`config.mk`:
```
export PLATFORM = sky130hd
export DESIGN_NAME = pmcap_regs
export DESIGN_NICKNAME = d
export VERILOG_FILES = /design/src/core/pmcap_sync3.v /design/src/core/pmcap_msi_issue.v /design/src/core/pmcap_regs.v
export VERILOG_INCLUDE_DIRS = /design/src /design/src/common
export SDC_FILE = /design/constraint.sdc
export NUM_CORES = 1
export LEC_CHECK = 0
export BUFFER_PORTS_ARGS = -buffer_cell sky130_fd_sc_hd__buf_2
export CAP_MARGIN = 0
export CORE_MARGIN = 2
export CORE_UTILIZATION = 47
export DETAILED_ROUTE_END_ITERATION = 10
export GPL_ROUTABILITY_DRIVEN = 0
export GPL_TIMING_DRIVEN = 0
export PLACE_DENSITY = 0.68
export REMOVE_ABC_BUFFERS = 1
export SETUP_SLACK_MARGIN = 0.02
export SYNTH_ARGS = -nofsm -noshare
export SYNTH_HDL_FRONTEND = slang
export SYNTH_SLANG_ARGS = --single-unit
```
`constraint.sdc`:
```
create_clock -name sys_clk_in -period 1.85 [get_ports sys_clk_in]
set_clock_uncertainty 0.15 [all_clocks]
set_input_delay 0.185 -clock sys_clk_in [delete_from_list [all_inputs] [get_ports sys_clk_in]]
set_output_delay 0.185 -clock sys_clk_in [all_outputs]
set_load 0.05 [all_outputs]
```
`src/common/pmcap_defines.vh`:
```
// Offsets, field positions, reset values and constants of the capability bank
`ifndef PMCAP_DEFINES_VH
`define PMCAP_DEFINES_VH
`define PMCAP_OFF_PMCSR      8'h84
`define PMCAP_OFF_MSICTL     8'h8c
`define PMCAP_OFF_MSIADDR    8'h90
`define PMCAP_OFF_MSIUADDR   8'h94
`define PMCAP_OFF_MSIDATA    8'h98
`define PMCAP_OFF_VPDCAP     8'h9c
`define PMCAP_PS_D0          2'h0
`define PMCAP_PS_D3HOT       2'h3
`define PMCAP_PS_RST         2'h0
`define PMCAP_BIT_NOSOFT     3
`define PMCAP_BIT_PME_EN     8
`define PMCAP_BIT_PME_ST     15
`define PMCAP_BIT_MSI_EN     16
`define PMCAP_BIT_MSI64      23
`define PMCAP_DSEL_HI        12
`define PMCAP_DSEL_LO        9
`define PMCAP_MME_HI         22
`define PMCAP_MME_LO         20
`define PMCAP_MSI_CAP_ID     8'h05
`define PMCAP_MSI_NEXT       8'h9c
`define PMCAP_VPD_CAP_ID     8'h03
`define PMCAP_VPD_NEXT       8'ha4
`define PMCAP_HOT_RST_CYC    4'h8
`define PMCAP_MWR_WAIT_CYC   8'h40
`endif

```
`src/core/pmcap_sync3.v`:
```
// Three-flop synchroniser for an asynchronous pin level
`include "pmcap_defines.vh"
module pmcap_sync3 (
  input  wire sys_clk_in,
  input  wire reset_n_in,
  input  wire async_in,
  output reg  level_out
);
  reg s1_q;
  reg s2_q;
  reg s3_q;
  // ------------------------------------------------------------
  // Sync chain, change taken when second and third agree
  // ------------------------------------------------------------
  always @(posedge sys_clk_in) begin
    if (!reset_n_in) begin
      // Idle level of the pin, no false reset after release
      s1_q      <= 1'b1;
      s2_q      <= 1'b1;
      s3_q      <= 1'b1;
      level_out <= 1'b1;
    end else begin
      s1_q <= async_in;
      s2_q <= s1_q;
      s3_q <= s2_q;
      if (s2_q == s3_q) begin
        level_out <= s3_q;
      end
    end
  end
endmodule

```
`src/core/pmcap_msi_issue.v`:
```
// Interrupt request sequencer: MSI memory write or legacy level
`include "pmcap_defines.vh"
module pmcap_msi_issue (
  input  wire        sys_clk_in,
  input  wire        reset_n_in,
  input  wire        irq_req_in,
  input  wire        msi_en_in,
  input  wire [63:0] addr_in,
  input  wire [15:0] data_in,
  input  wire        mwr_ack_in,
  output reg         mwr_req_out,
  output reg  [63:0] mwr_addr_out,
  output reg  [15:0] mwr_data_out,
  output reg         intx_out
);
  localparam ST_IDLE = 2'b01;
  localparam ST_SEND = 2'b10;
  reg [1:0] state_q;
  reg       pend_q;
  // ------------------------------------------------------------
  // Pending capture, set wins over clear
  // ------------------------------------------------------------
  always @(posedge sys_clk_in) begin
    if (!reset_n_in) begin
      pend_q       <= 1'b0;
      state_q      <= ST_IDLE;
      mwr_req_out  <= 1'b0;
      mwr_addr_out <= 64'h0;
      mwr_data_out <= 16'h0;
      intx_out     <= 1'b0;
    end else begin
      intx_out <= irq_req_in & ~msi_en_in; // Legacy only while MSI is off
      case (state_q)
        ST_IDLE: begin
          if (msi_en_in && (irq_req_in || pend_q)) begin
            mwr_req_out  <= 1'b1;
            mwr_addr_out <= addr_in;
            mwr_data_out <= data_in;
            pend_q       <= 1'b0;
            state_q      <= ST_SEND;
          end else if (!msi_en_in) begin
            pend_q <= 1'b0;
          end
        end
        ST_SEND: begin
          if (irq_req_in) begin
            pend_q <= 1'b1;
          end
          if (mwr_ack_in) begin
            mwr_req_out <= 1'b0;
            state_q     <= ST_IDLE;
          end
        end
        default: begin
          state_q     <= ST_IDLE;
          mwr_req_out <= 1'b0;
        end
      endcase
    end
  end
endmodule

```
`src/core/pmcap_regs.v`:
```
// Power management, MSI and VPD header capability register bank
// Functional notes
// - Power state is a two-bit writable field with D0..D3hot as 0..3.
// - Writing D0 while in D3hot fires an internal hot reset without the reset pin.
// - Read-only bit 3 reports whether the D3hot to D0 move skips the internal reset.
// - The reset-skip bit clears at reset and may then take a value loaded from EEPROM.
// - Power event messages go out only while writable enable bit 8 is set, reset zero.
// - Read-only bit 15 is set while a power event message is pending, reset zero.
// - Bridge extension bits for B2/B3 and bus power control always read zero.
// - The MSI structure first byte reads 05h.
// - The MSI next pointer reads 9Ch.
// - MSI enable resets to zero and chooses between MSI and the legacy interrupt.
// - MSI control bit 23 reads one to show 64-bit addressing.
// - Message address keeps bits 31:2 writable and bits 1:0 read zero.
// - Upper message address is a writable word, reset zero, used as the high half.
// - The VPD structure first byte reads 03h.
`include "pmcap_defines.vh"
module pmcap_regs (
  input  wire        sys_clk_in,
  input  wire        reset_n_in,
  input  wire        fundamental_reset_in_n,
  input  wire        cfg_wr_in,
  input  wire        cfg_rd_in,
  input  wire [7:0]  cfg_addr_in,
  input  wire [3:0]  cfg_be_in,
  input  wire [31:0] cfg_wdata_in,
  output reg  [31:0] cfg_rdata_out,
  output reg         cfg_rvalid_out,
  input  wire        eeprom_load_in,
  input  wire        eeprom_nosoft_in,
  input  wire        pme_event_in,
  input  wire        pme_sent_in,
  output reg         pme_req_out,
  input  wire        irq_req_in,
  input  wire        mwr_ack_in,
  output reg         mwr_req_out,
  output reg  [63:0] mwr_addr_out,
  output reg  [15:0] mwr_data_out,
  output reg         intx_out,
  output reg         hot_reset_out
);
  // ------------------------------------------------------------
  // State
  // ------------------------------------------------------------
  reg  [1:0]  pstate_q;
  reg         nosoft_q;
  reg         pme_en_q;
  reg         pme_st_q;
  reg  [3:0]  dsel_q;
  reg         msi_en_q;
  reg  [2:0]  mme_q;
  reg  [29:0] maddr_q;
  reg  [31:0] muaddr_q;
  reg  [15:0] mdata_q;
  reg  [3:0]  hrst_cnt_q;
  reg  [31:0] rdata_d;
  wire        perst_lvl;
  wire        mwr_req_w;
  wire [63:0] mwr_addr_w;
  wire [15:0] mwr_data_w;
  wire        intx_w;
  wire        wr_pmcsr;
  wire        wr_msictl;
  wire        wr_msiaddr;
  wire        wr_msiuaddr;
  wire        wr_msidata;
  wire        hrst_load_w;
  wire        hrst_fire_w;
  wire [31:0] maddr_mrg;
  wire [31:0] mdata_mrg;
  wire [31:0] pm_word_w;
  wire [31:0] ctl_word_w;
  wire [31:0] vpd_word_w;

  // Byte-lane merge of a write into an old word
  function [31:0] be_merge;
    input [31:0] old;
    input [31:0] wd;
    input [3:0]  be;
    begin
      be_merge = {be[3] ? wd[31:24] : old[31:24], be[2] ? wd[23:16] : old[23:16],
                  be[1] ? wd[15:8] : old[15:8], be[0] ? wd[7:0] : old[7:0]};
    end
  endfunction

  // Write hit on one register offset
  function reg_hit;
    input       wr;
    input [7:0] addr;
    input [7:0] off;
    begin
      reg_hit = wr && (addr == off);
    end
  endfunction

  // D3hot to D0 move that needs the internal reset
  function wake_reset;
    input [1:0] old_ps;
    input [1:0] new_ps;
    input       skip;
    begin
      wake_reset = (old_ps == `PMCAP_PS_D3HOT) && (new_ps == `PMCAP_PS_D0) && !skip;
    end
  endfunction

  // ------------------------------------------------------------
  // Pin synchroniser for external fundamental reset
  // ------------------------------------------------------------
  pmcap_sync3 u_perst (
    .sys_clk_in (sys_clk_in),
    .reset_n_in (reset_n_in),
    .async_in   (fundamental_reset_in_n),
    .level_out  (perst_lvl)
  );

  // ------------------------------------------------------------
  // Interrupt delivery
  // ------------------------------------------------------------
  pmcap_msi_issue u_msi (
    .sys_clk_in   (sys_clk_in),
    .reset_n_in   (reset_n_in),
    .irq_req_in   (irq_req_in),
    .msi_en_in    (msi_en_q),
    .addr_in      ({muaddr_q, maddr_q, 2'b00}),
    .data_in      (mdata_q),
    .mwr_ack_in   (mwr_ack_in),
    .mwr_req_out  (mwr_req_w),
    .mwr_addr_out (mwr_addr_w),
    .mwr_data_out (mwr_data_w),
    .intx_out     (intx_w)
  );

  // ------------------------------------------------------------
  // Write strobes and byte-lane merges
  // ------------------------------------------------------------
  // One strobe per writable offset, other writes fall through
  assign wr_pmcsr    = reg_hit(cfg_wr_in, cfg_addr_in, `PMCAP_OFF_PMCSR);
  assign wr_msictl   = reg_hit(cfg_wr_in, cfg_addr_in, `PMCAP_OFF_MSICTL);
  assign wr_msiaddr  = reg_hit(cfg_wr_in, cfg_addr_in, `PMCAP_OFF_MSIADDR);
  assign wr_msiuaddr = reg_hit(cfg_wr_in, cfg_addr_in, `PMCAP_OFF_MSIUADDR);
  assign wr_msidata  = reg_hit(cfg_wr_in, cfg_addr_in, `PMCAP_OFF_MSIDATA);
  // Merged words, only the stored bits are taken
  assign maddr_mrg = be_merge({maddr_q, 2'b00}, cfg_wdata_in, cfg_be_in);
  assign mdata_mrg = be_merge({16'h0, mdata_q}, cfg_wdata_in, cfg_be_in);

  // ------------------------------------------------------------
  // Hot reset decode
  // ------------------------------------------------------------
  // Load on a D3hot to D0 write unless the skip flag is set
  assign hrst_load_w = wr_pmcsr && cfg_be_in[0]
                       && wake_reset(pstate_q, cfg_wdata_in[1:0], nosoft_q);
  // First counted cycle clears the MSI state once
  assign hrst_fire_w = (hrst_cnt_q == `PMCAP_HOT_RST_CYC);

  // ------------------------------------------------------------
  // Read words
  // ------------------------------------------------------------
  // Power word: reserved, bridge extensions and data byte read zero
  assign pm_word_w  = {8'h00, 8'h00, pme_st_q, 2'b00, dsel_q, pme_en_q,
                       4'h0, nosoft_q, 1'b0, pstate_q};
  // Control word: fixed 64-bit flag, next pointer and identifier
  assign ctl_word_w = {8'h00, 1'b1, mme_q, 3'b000, msi_en_q,
                       `PMCAP_MSI_NEXT, `PMCAP_MSI_CAP_ID};
  // Header of the following structure
  assign vpd_word_w = {16'h0, `PMCAP_VPD_NEXT, `PMCAP_VPD_CAP_ID};

  // ------------------------------------------------------------
  // Power management control and status
  // ------------------------------------------------------------
  always @(posedge sys_clk_in) begin
    if (!reset_n_in || !perst_lvl) begin
      pstate_q   <= `PMCAP_PS_RST;
      hrst_cnt_q <= 4'h0;
    end else begin
      if (wr_pmcsr && cfg_be_in[0]) begin
        pstate_q <= cfg_wdata_in[1:0];
      end
      // Pulse counter, a new wake restarts it
      if (hrst_load_w) begin
        hrst_cnt_q <= `PMCAP_HOT_RST_CYC;
      end else if (hrst_cnt_q != 4'h0) begin
        hrst_cnt_q <= hrst_cnt_q - 4'h1;
      end
    end
  end

  // Reset-skip flag, EEPROM auto-load replaces the default
  always @(posedge sys_clk_in) begin
    if (!reset_n_in || !perst_lvl) begin
      nosoft_q <= 1'b0;
    end else if (eeprom_load_in) begin
      nosoft_q <= eeprom_nosoft_in;
    end
  end

  // Event enable and data select, byte lane 1 of the power word
  always @(posedge sys_clk_in) begin
    if (!reset_n_in || !perst_lvl) begin
      pme_en_q <= 1'b0;
      dsel_q   <= 4'h0;
    end else if (wr_pmcsr && cfg_be_in[1]) begin
      pme_en_q <= cfg_wdata_in[`PMCAP_BIT_PME_EN];
      dsel_q   <= cfg_wdata_in[`PMCAP_DSEL_HI:`PMCAP_DSEL_LO];
    end
  end

  // Pending flag, new event wins over delivery
  always @(posedge sys_clk_in) begin
    if (!reset_n_in || !perst_lvl) begin
      pme_st_q <= 1'b0;
    end else if (pme_event_in) begin
      pme_st_q <= 1'b1;
    end else if (pme_sent_in) begin
      pme_st_q <= 1'b0;
    end
  end

  // ------------------------------------------------------------
  // MSI registers
  // ------------------------------------------------------------
  always @(posedge sys_clk_in) begin
    if (!reset_n_in || !perst_lvl || hrst_fire_w) begin
      msi_en_q <= 1'b0;
      mme_q    <= 3'h0;
      maddr_q  <= 30'h0;
      muaddr_q <= 32'h0;
      mdata_q  <= 16'h0;
    end else begin
      if (wr_msictl && cfg_be_in[2]) begin
        msi_en_q <= cfg_wdata_in[`PMCAP_BIT_MSI_EN];
        mme_q    <= cfg_wdata_in[`PMCAP_MME_HI:`PMCAP_MME_LO];
      end
      if (wr_msiaddr) begin
        maddr_q <= maddr_mrg[31:2];
      end
      if (wr_msiuaddr) begin
        muaddr_q <= be_merge(muaddr_q, cfg_wdata_in, cfg_be_in);
      end
      if (wr_msidata) begin
        mdata_q <= mdata_mrg[15:0];
      end
    end
  end

  // ------------------------------------------------------------
  // Read decode, unmapped and reserved read zero
  // ------------------------------------------------------------
  always @* begin
    rdata_d = 32'h0;
    case (cfg_addr_in)
      `PMCAP_OFF_PMCSR:    rdata_d = pm_word_w;
      `PMCAP_OFF_MSICTL:   rdata_d = ctl_word_w;
      `PMCAP_OFF_MSIADDR:  rdata_d = {maddr_q, 2'b00};
      `PMCAP_OFF_MSIUADDR: rdata_d = muaddr_q;
      `PMCAP_OFF_MSIDATA:  rdata_d = {16'h0, mdata_q};
      `PMCAP_OFF_VPDCAP:   rdata_d = vpd_word_w;
      default:             rdata_d = 32'h0;
    endcase
  end

  // ------------------------------------------------------------
  // Registered outputs
  // ------------------------------------------------------------
  // Read answer one cycle after the strobe, data held to the next read
  always @(posedge sys_clk_in) begin
    if (!reset_n_in) begin
      cfg_rdata_out  <= 32'h0;
      cfg_rvalid_out <= 1'b0;
    end else begin
      cfg_rvalid_out <= cfg_rd_in;
      if (cfg_rd_in) begin
        cfg_rdata_out <= rdata_d;
      end
    end
  end

  // Event request only while the enable is set
  always @(posedge sys_clk_in) begin
    if (!reset_n_in) begin
      pme_req_out <= 1'b0;
    end else begin
      pme_req_out <= pme_st_q & pme_en_q;
    end
  end

  // Message write, request falls with the accept so it is taken once
  always @(posedge sys_clk_in) begin
    if (!reset_n_in) begin
      mwr_req_out  <= 1'b0;
      mwr_addr_out <= 64'h0;
      mwr_data_out <= 16'h0;
    end else begin
      mwr_req_out  <= mwr_req_w & ~mwr_ack_in;
      mwr_addr_out <= mwr_addr_w;
      mwr_data_out <= mwr_data_w;
    end
  end

  // Legacy level and hot reset pulse
  always @(posedge sys_clk_in) begin
    if (!reset_n_in) begin
      intx_out      <= 1'b0;
      hot_reset_out <= 1'b0;
    end else begin
      intx_out      <= intx_w;
      hot_reset_out <= (hrst_cnt_q != 4'h0);
    end
  end
endmodule

```
* Word-level counts from Yosys, hierarchy flattened
Cells that the tools add are included.
Word-level totals: bits in registers 297
Operators by class: multiplexer cells 15, bitwise gates (word level) 5, eq/ne operators 15, $add $sub $neg 1, reductions and logical operators 37
Operators with widths (number):
- $pmux 32 s6 | 1
- $eq 8x8->1 const B | 6
- $reduce_and 2->1 | 12
- $logic_and 1x1->1 | 12
- $mux 4 | 2
- $mux 1 | 7
- $reduce_bool 2->1 | 3
- $eq 2x2->1 const B | 2
- $eq 4x4->1 const B | 1
- $mux 2 | 2
- $ne 2x2->1 const B | 2
- $pmux 1 s2 | 2
- $pmux 2 s2 | 1
- $reduce_bool 4->1 | 1
- $sub 4x1->4 const B | 1
- $and 1x1->1 | 3
- $logic_not 1->1 | 3
- $logic_or 1x1->1 | 3
- $ne 3x2->1 const B | 1
- $reduce_and 3->1 | 1
- $eq 2x1->1 const B | 1
- $logic_not 2->1 | 1
- $ne 2x1->1 const B | 1
- $not 1->1 | 2
- other kinds (2) | 2

* Longest topological paths before layout
depth in word-level cells 5, mapped depth 8, depth with buffers taken out 6

* By module
A second synthesis with hierarchy kept.
Second synthesis, totals: cells, all modules 1119, area, all modules 11264.6 um^2
By module, submodules not included:
- pmcap_regs | cells an instance 749, sequential area each 4244.1 um^2, area each 7738.7 um^2, times used 1
- pmcap_msi_issue | cells an instance 360, sequential area each 1681.6 um^2, area each 3413.3 um^2, times used 1
- pmcap_sync3 | cells an instance 10, sequential area each 80.1 um^2, area each 112.6 um^2, times used 1

* Worst setup path after synthesis
No wires, ideal clock.
path type register to register, start point reg u_msi.state_q[1], end point reg u_msi.mwr_addr_out[58], arrival 1.399 ns, cell stages (with the launch flop) 8, required time 1.624 ns, path buffers 2, path slack 0.226 ns, cell sequence dfxtp_1 -> inv_1 -> ha_1 -> nand2_1 -> buf_2 -> clkbuf_1 -> nand2_1 -> a21boi_0
Between the ends: cells in the longest elaborated chain, start to end 2
RTL lines:
- from (decl) | RTL line pmcap_msi_issue.v:18 | reg [1:0] state_q;
- from (signal assigned) | RTL line pmcap_msi_issue.v:26 | state_q <= ST_IDLE;
- from (signal assigned) | RTL line pmcap_msi_issue.v:40 | state_q <= ST_SEND;
- from (signal assigned) | RTL line pmcap_msi_issue.v:51 | state_q <= ST_IDLE;
- $eq 2x1->1 | RTL line pmcap_msi_issue.v:33 | case (state_q)
- $reduce_and 2->1 (no source line)
- to (signal assigned) | RTL line pmcap_msi_issue.v:37 | mwr_addr_out <= addr_in;
- to (decl) | RTL line pmcap_msi_issue.v:12 | output reg [63:0] mwr_addr_out,
Every way passes these cells. A chain may end at the register's enable or synchronous reset.

* Worst setup path after layout
start point reg u_perst.level_out, end point reg maddr_q[27]
Between the ends: cells in the longest elaborated chain, start to end 3
RTL lines:
- from (decl) | RTL line pmcap_sync3.v:7 | output reg level_out
- from (signal assigned) | RTL line pmcap_sync3.v:27 | level_out <= s3_q;
- $logic_not 1->1 | RTL line pmcap_regs.v:222 | if (!reset_n_in || !perst_lvl || hrst_fire_w) begin
- $logic_or 1x1->1 (2 in a row) | RTL line pmcap_regs.v:222
- to (signal assigned) | RTL line pmcap_regs.v:234 | maddr_q <= maddr_mrg[31:2];
- to (decl) | RTL line pmcap_regs.v:52 | reg [29:0] maddr_q;
Every way passes these cells.

==> results.txt <==
The run finished with clean final reports. The overall die width is 156 um, and the number of I/O port buffers is 169. The remaining number of nets flagged by the antenna check after routing is 0, and the number of distinct standard cells referenced by the synthesized netlist is 55.

The TritonCTS buffer count came out at 30. The relative slew slack is 0.377. Among all stages on the critical path, the largest delay is contributed by sky130_fd_sc_hd__a31o_4. The setup TNS after final layout is 0 ns, and the register bit count reported by yosys is 296. The wire-length estimate of the detail-placed layout is 15.1 mm. The most critical setup path has its startpoint at u_perst.level_out. Average size of a mapped cell: 9.83 um2. The effective utilization at floorplan was 0.478; the die span in y was 156 um.

The worst hold path begins at reset_n_in. The total overflow left after global routing is 0. The share of layout cells above drive strength 1 is 0.193, and the number of max-slew violations in the final report is 0.

The number of hold-slack violations in the final timing report was 0; the via count was 8052. The min-delay analysis places its worst path in the category in2reg. The number of antenna violations at the first check in global routing is 4, and the combined buffer and inverter count along the critical path is 1. The number of cell instances on the worst register-to-register path came out at 4. During synthesis, Yosys emitted a total of 0 warnings. The synthesized design contains 0 enable-type register cells. The core region area is 0.0226 mm2. Overall power consumption after layout is estimated at 13.3 mW. The worst register-to-register path ends at maddr_q[27]. Multiplexer area fraction after synthesis: 0.111. The netlist area before placement is 0.0108 mm2. The worst setup path is of the reg2reg kind. The analysis attributes to net switching a power of 2.84 mW. The most common flop cell mapped by yosys was sky130_fd_sc_hd__dfxtp_1. At the pin with the least slew margin, the transition time is 0.932 ns.

The area fraction in and, or, nand and nor cells after synthesis works out to 0.198. The via count of the first global-routing pass was 7582; the number of nets in the layout was 1349. The tools report the part of the total power dissipated in sequential elements as 0.483.

TritonCTS built the clock tree. The tools report the largest net degree at the start of global routing as 105. IR analysis of the VDD net gives a maximum drop of 0.723 mV.

The overall routing resource usage is 0.211. Row generation in the floorplan step produced 55 rows. The stage delay of the slowest cell on the critical path came out at 0.42 ns. The run gives 0.0242 mm2 as the area of the die. The worst path in the final design needs a cycle of 1.76 ns, including I/O delays and setup. Cell internal power was estimated by the tool at 10.5 mW. Summed over all cells, the static leakage comes to 6.14 nW. The kind of cell adding the most delay to the critical path was simple AND/OR/NAND/NOR gates.

At the worst endpoint, the arrival time is 2.08 ns. The clock net in this run drives a total of 296 sinks. Share of synthesized flip-flops with an asynchronous set or reset: 0. The portion of the clock cycle consumed by the worst path in the final layout was 0.951; the cell count of the worst hold path was 3.

In this run the register-to-register setup slack is 0.09 ns. The largest family of logic cells by synthesized area was simple AND/OR/NAND/NOR gates. The clock input transition at the sequential cells of the worst setup and hold paths works out to 0.06 ns. The worst setup path is captured at a flip-flop. For the detailed-router iteration count before antenna repair, the log shows 4.

The clock power share was 0.465; the share of the synthesized area in compound gates (AO/OA/AOI/OAI) was 0.105. The area growth from synthesis to final layout came out at 24.5%. The level count of the clock H-tree is 1.

The fraction of power consumed by combinational cells was 0.052; the fraction of power spent switching nets was 0.213. Setup violations remaining at the end of the flow were counted as 0. The logs give 0.54 ns for the latest clock arrival within the worst-skew pair and 0.568 GHz for the maximum clock rate. Fill cells in the final layout number 1984. The tools report the maximum buffer depth of the clock tree as 3. In this run the critical register-to-register path is launched from u_perst.level_out. For the first-pass GRT wire length, the log shows 40.8 mm. The tool flagged a number of max-cap violations equal to 0. End point of the worst hold path: u_msi.mwr_addr_out[8]. The register area share after synthesis is 0.548. The critical path goes through nand2_1 > a31o_4 > buf_16 > nor2_1. For the worst endpoint required time, the log shows 2.17 ns.

Setup repair after global routing left no endpoint under its margin. The ratio of total power to cell area came out at 988 mW/mm2. The tools report the utilization after layout as 0.595.

The global routing stage identified its most utilized layer as met2. The met1 demand-to-capacity share in global routing is 0.278, and the average routed wire per standard cell is 16.5 um. The largest driver fanout on the critical path is 73, and the DRC violation count after routing is 0. Synthesis handed over a netlist of 1101 instances.

The first-iteration detailed-routing DRC count was 358. The tools report the nature of the critical path startpoint as a flip-flop. The cell sitting at the root of the clock tree is a sky130_fd_sc_hd__clkbuf_16. During I/O placement, the number of pins put on the boundary was 172. The global-route met2 utilization is 0.361, and the final wirelength is 26.5 mm.

The post-synthesis share of cell area spent on xor and xnor gates was 0. The met3 usage in global routing came out at 0.0386. The post-synthesis adder-cell area fraction was 0.00463.

In the routed layout, each cell is associated on average with a via count of 5.03.
==> logic make-up (layout without fill, tap and decap cells) <==
kind of cell | after synthesis | count (layout)
AOI/OAI and AO/OA | 161 | 161
muxes | 120 | 120
buffers and inverters | 83 | 290
DFF | 296 | 296
and+or+nand+nor | 436 | 440
adders and majority gates | 4 | 4
other | 1 | 5
==> metal layers <==
| metal | share of wire | routed length (um) |
|---|---|---|
| met1 | 0.45 | 11900 |
| met2 | 0.48 | 12700 |
| met3 | 0.053 | 1400 |
| met4 | 0.014 | 374 |
| met5 | 0.00042 | 11 |
==> worst max path at each step <==
stage	to	slack (ns)	depth (start not counted)
final	maddr_q[27]	0.09	4
after global routing	muaddr_q[4]	0.03	4
after CTS	u_msi.mwr_addr_out[11]	0.05	5
after detailed placement	muaddr_q[29]	-1.28	5
after global placement	cfg_rdata_out[2]	-3.07	4
after floorplan	u_msi.mwr_addr_out[10]	-0.53	5
==> placed cells by master (no fill, tap or decap), drive strengths merged, types with 3 or more instances in the layout <==
cell and instances:
nor2b 7, ha 4, mux2i 118, clkbuf 45, nor3 3, nand4 13, a2bb2oi 5, buf 176
a21boi 78, diode 3, inv 10, a22oi 6, a221oi 3, bufinv 4, dlygate4sd3 49, nand2 192
o22ai 3, a22o 9, nand2b 7, clkinv 5, dfxtp 296, a21oi 8, and2 86, nor2 113
and3 6, o21ai 34
==> tightest hold or removal path: stages <==
cell and delay [ns]:
sky130_fd_sc_hd__buf_6 0.15, sky130_fd_sc_hd__buf_12 0.18, sky130_fd_sc_hd__a21boi_0 0.13
==> Yosys cell counts (2+ instances only) <==
| library cell | count | area share |
|---|---|---|
| sky130_fd_sc_hd__nand4_1 | 2 | 0.0012 |
| sky130_fd_sc_hd__nand3_1 | 2 | 0.00093 |
| sky130_fd_sc_hd__buf_4 | 5 | 0.0035 |
| sky130_fd_sc_hd__a311oi_1 | 2 | 0.0016 |
| sky130_fd_sc_hd__mux2_2 | 2 | 0.0021 |
| sky130_fd_sc_hd__o22ai_1 | 3 | 0.0017 |
| sky130_fd_sc_hd__o21ai_1 | 6 | 0.0028 |
| sky130_fd_sc_hd__dfxtp_1 | 296 | 0.55 |
| sky130_fd_sc_hd__nor2b_1 | 7 | 0.0040 |
| sky130_fd_sc_hd__o2111a_1 | 2 | 0.0021 |
| sky130_fd_sc_hd__a21boi_0 | 78 | 0.054 |
| sky130_fd_sc_hd__a22o_1 | 9 | 0.0073 |
| sky130_fd_sc_hd__ha_1 | 4 | 0.0046 |
| sky130_fd_sc_hd__clkbuf_1 | 48 | 0.017 |
| sky130_fd_sc_hd__nand4_4 | 7 | 0.014 |
| sky130_fd_sc_hd__nor2_1 | 110 | 0.038 |
| sky130_fd_sc_hd__nand2_1 | 191 | 0.066 |
| sky130_fd_sc_hd__a21oi_1 | 8 | 0.0037 |
| sky130_fd_sc_hd__inv_1 | 10 | 0.0035 |
| sky130_fd_sc_hd__nor2_2 | 3 | 0.0017 |
| sky130_fd_sc_hd__and3_1 | 6 | 0.0035 |
| sky130_fd_sc_hd__nand2b_1 | 7 | 0.0040 |
| sky130_fd_sc_hd__nor3_1 | 2 | 0.00093 |
| sky130_fd_sc_hd__o2bb2ai_1 | 2 | 0.0016 |
| sky130_fd_sc_hd__a221oi_1 | 3 | 0.0024 |
| sky130_fd_sc_hd__a22oi_1 | 6 | 0.0042 |
| sky130_fd_sc_hd__o21ai_0 | 28 | 0.013 |
| sky130_fd_sc_hd__mux2i_1 | 118 | 0.11 |
| sky130_fd_sc_hd__a2bb2oi_1 | 5 | 0.0040 |
| sky130_fd_sc_hd__and3b_1 | 2 | 0.0016 |
| sky130_fd_sc_hd__buf_2 | 17 | 0.0079 |
| sky130_fd_sc_hd__nand4_2 | 4 | 0.0046 |
| sky130_fd_sc_hd__o21a_1 | 2 | 0.0014 |
| sky130_fd_sc_hd__and2_1 | 82 | 0.047 |
| sky130_fd_sc_hd__buf_1 | 2 | 0.00069 |
==> registers in the layout, indices dropped and copies added, names as in the netlist, 2 cells and up <==
register,flops
cfg_rdata_out,32
dsel_q,4
hrst_cnt_q,4
maddr_q,30
mdata_q,16
mme_q,3
muaddr_q,32
mwr_addr_out,62
mwr_data_out,16
pstate_q,2
u_msi.mwr_addr_out,62
u_msi.mwr_data_out,16
u_msi.state_q,2
==> through the flow <==
stage | worst slack (ns) | cell area (um2) | std cells | hold slack (ns)
3_3_place_gp | -3.07 | 11700 | 1483 | 0.217
5_1_grt | 0.0292 | 13500 | 1599 | 0.0151
2_1_floorplan | -0.535 | 10500 | 1029 | 0.107
3_5_place_dp | -1.28 | 11800 | 1485 | 0.220
4_1_cts | 0.0459 | 13400 | 1592 | 0.0164
6_report | 0.0909 | 13500 | 1601 | 0.0134
==> final cells by class <==
cell class              count  area (um2)  share of cell area
multi-input cells         727        4670               0.346
clock inverters            10         153              0.0113
diodes                      3        7.51            0.000557
repair buffers            225        1460               0.108
inverters                  10        37.5             0.00279
flip-flops and latches    296        5930               0.440
clock buffers              45         868              0.0645
well taps                 285         357              0.0265
==> power groups by stage <==
stage               Combinational [mW]  Sequential [mW]  Clock, mW
floorplan                        0.293             6.59          0
global placement                 0.563             6.57          0
detailed placement               0.586             6.57          0
CTS                              0.681             6.43       6.30
global route                     0.748             6.43       6.57
finish                           0.693             6.43       6.19
==> timing repair <==
| item | 4_1_cts | 5_1_grt |
|---|---|---|
| cloned | 3 | 1 |
| gates resized for setup | 16 | 4 |
| buffers inserted | 4 | 0 |
| hold endpoints to repair | 105 | 56 |
| setup endpoints to repair | 194 | 45 |
| hold buffers | 45 | 5 |
| pin swaps | 3 | 1 |
Power figures use the tool's default switching activity.
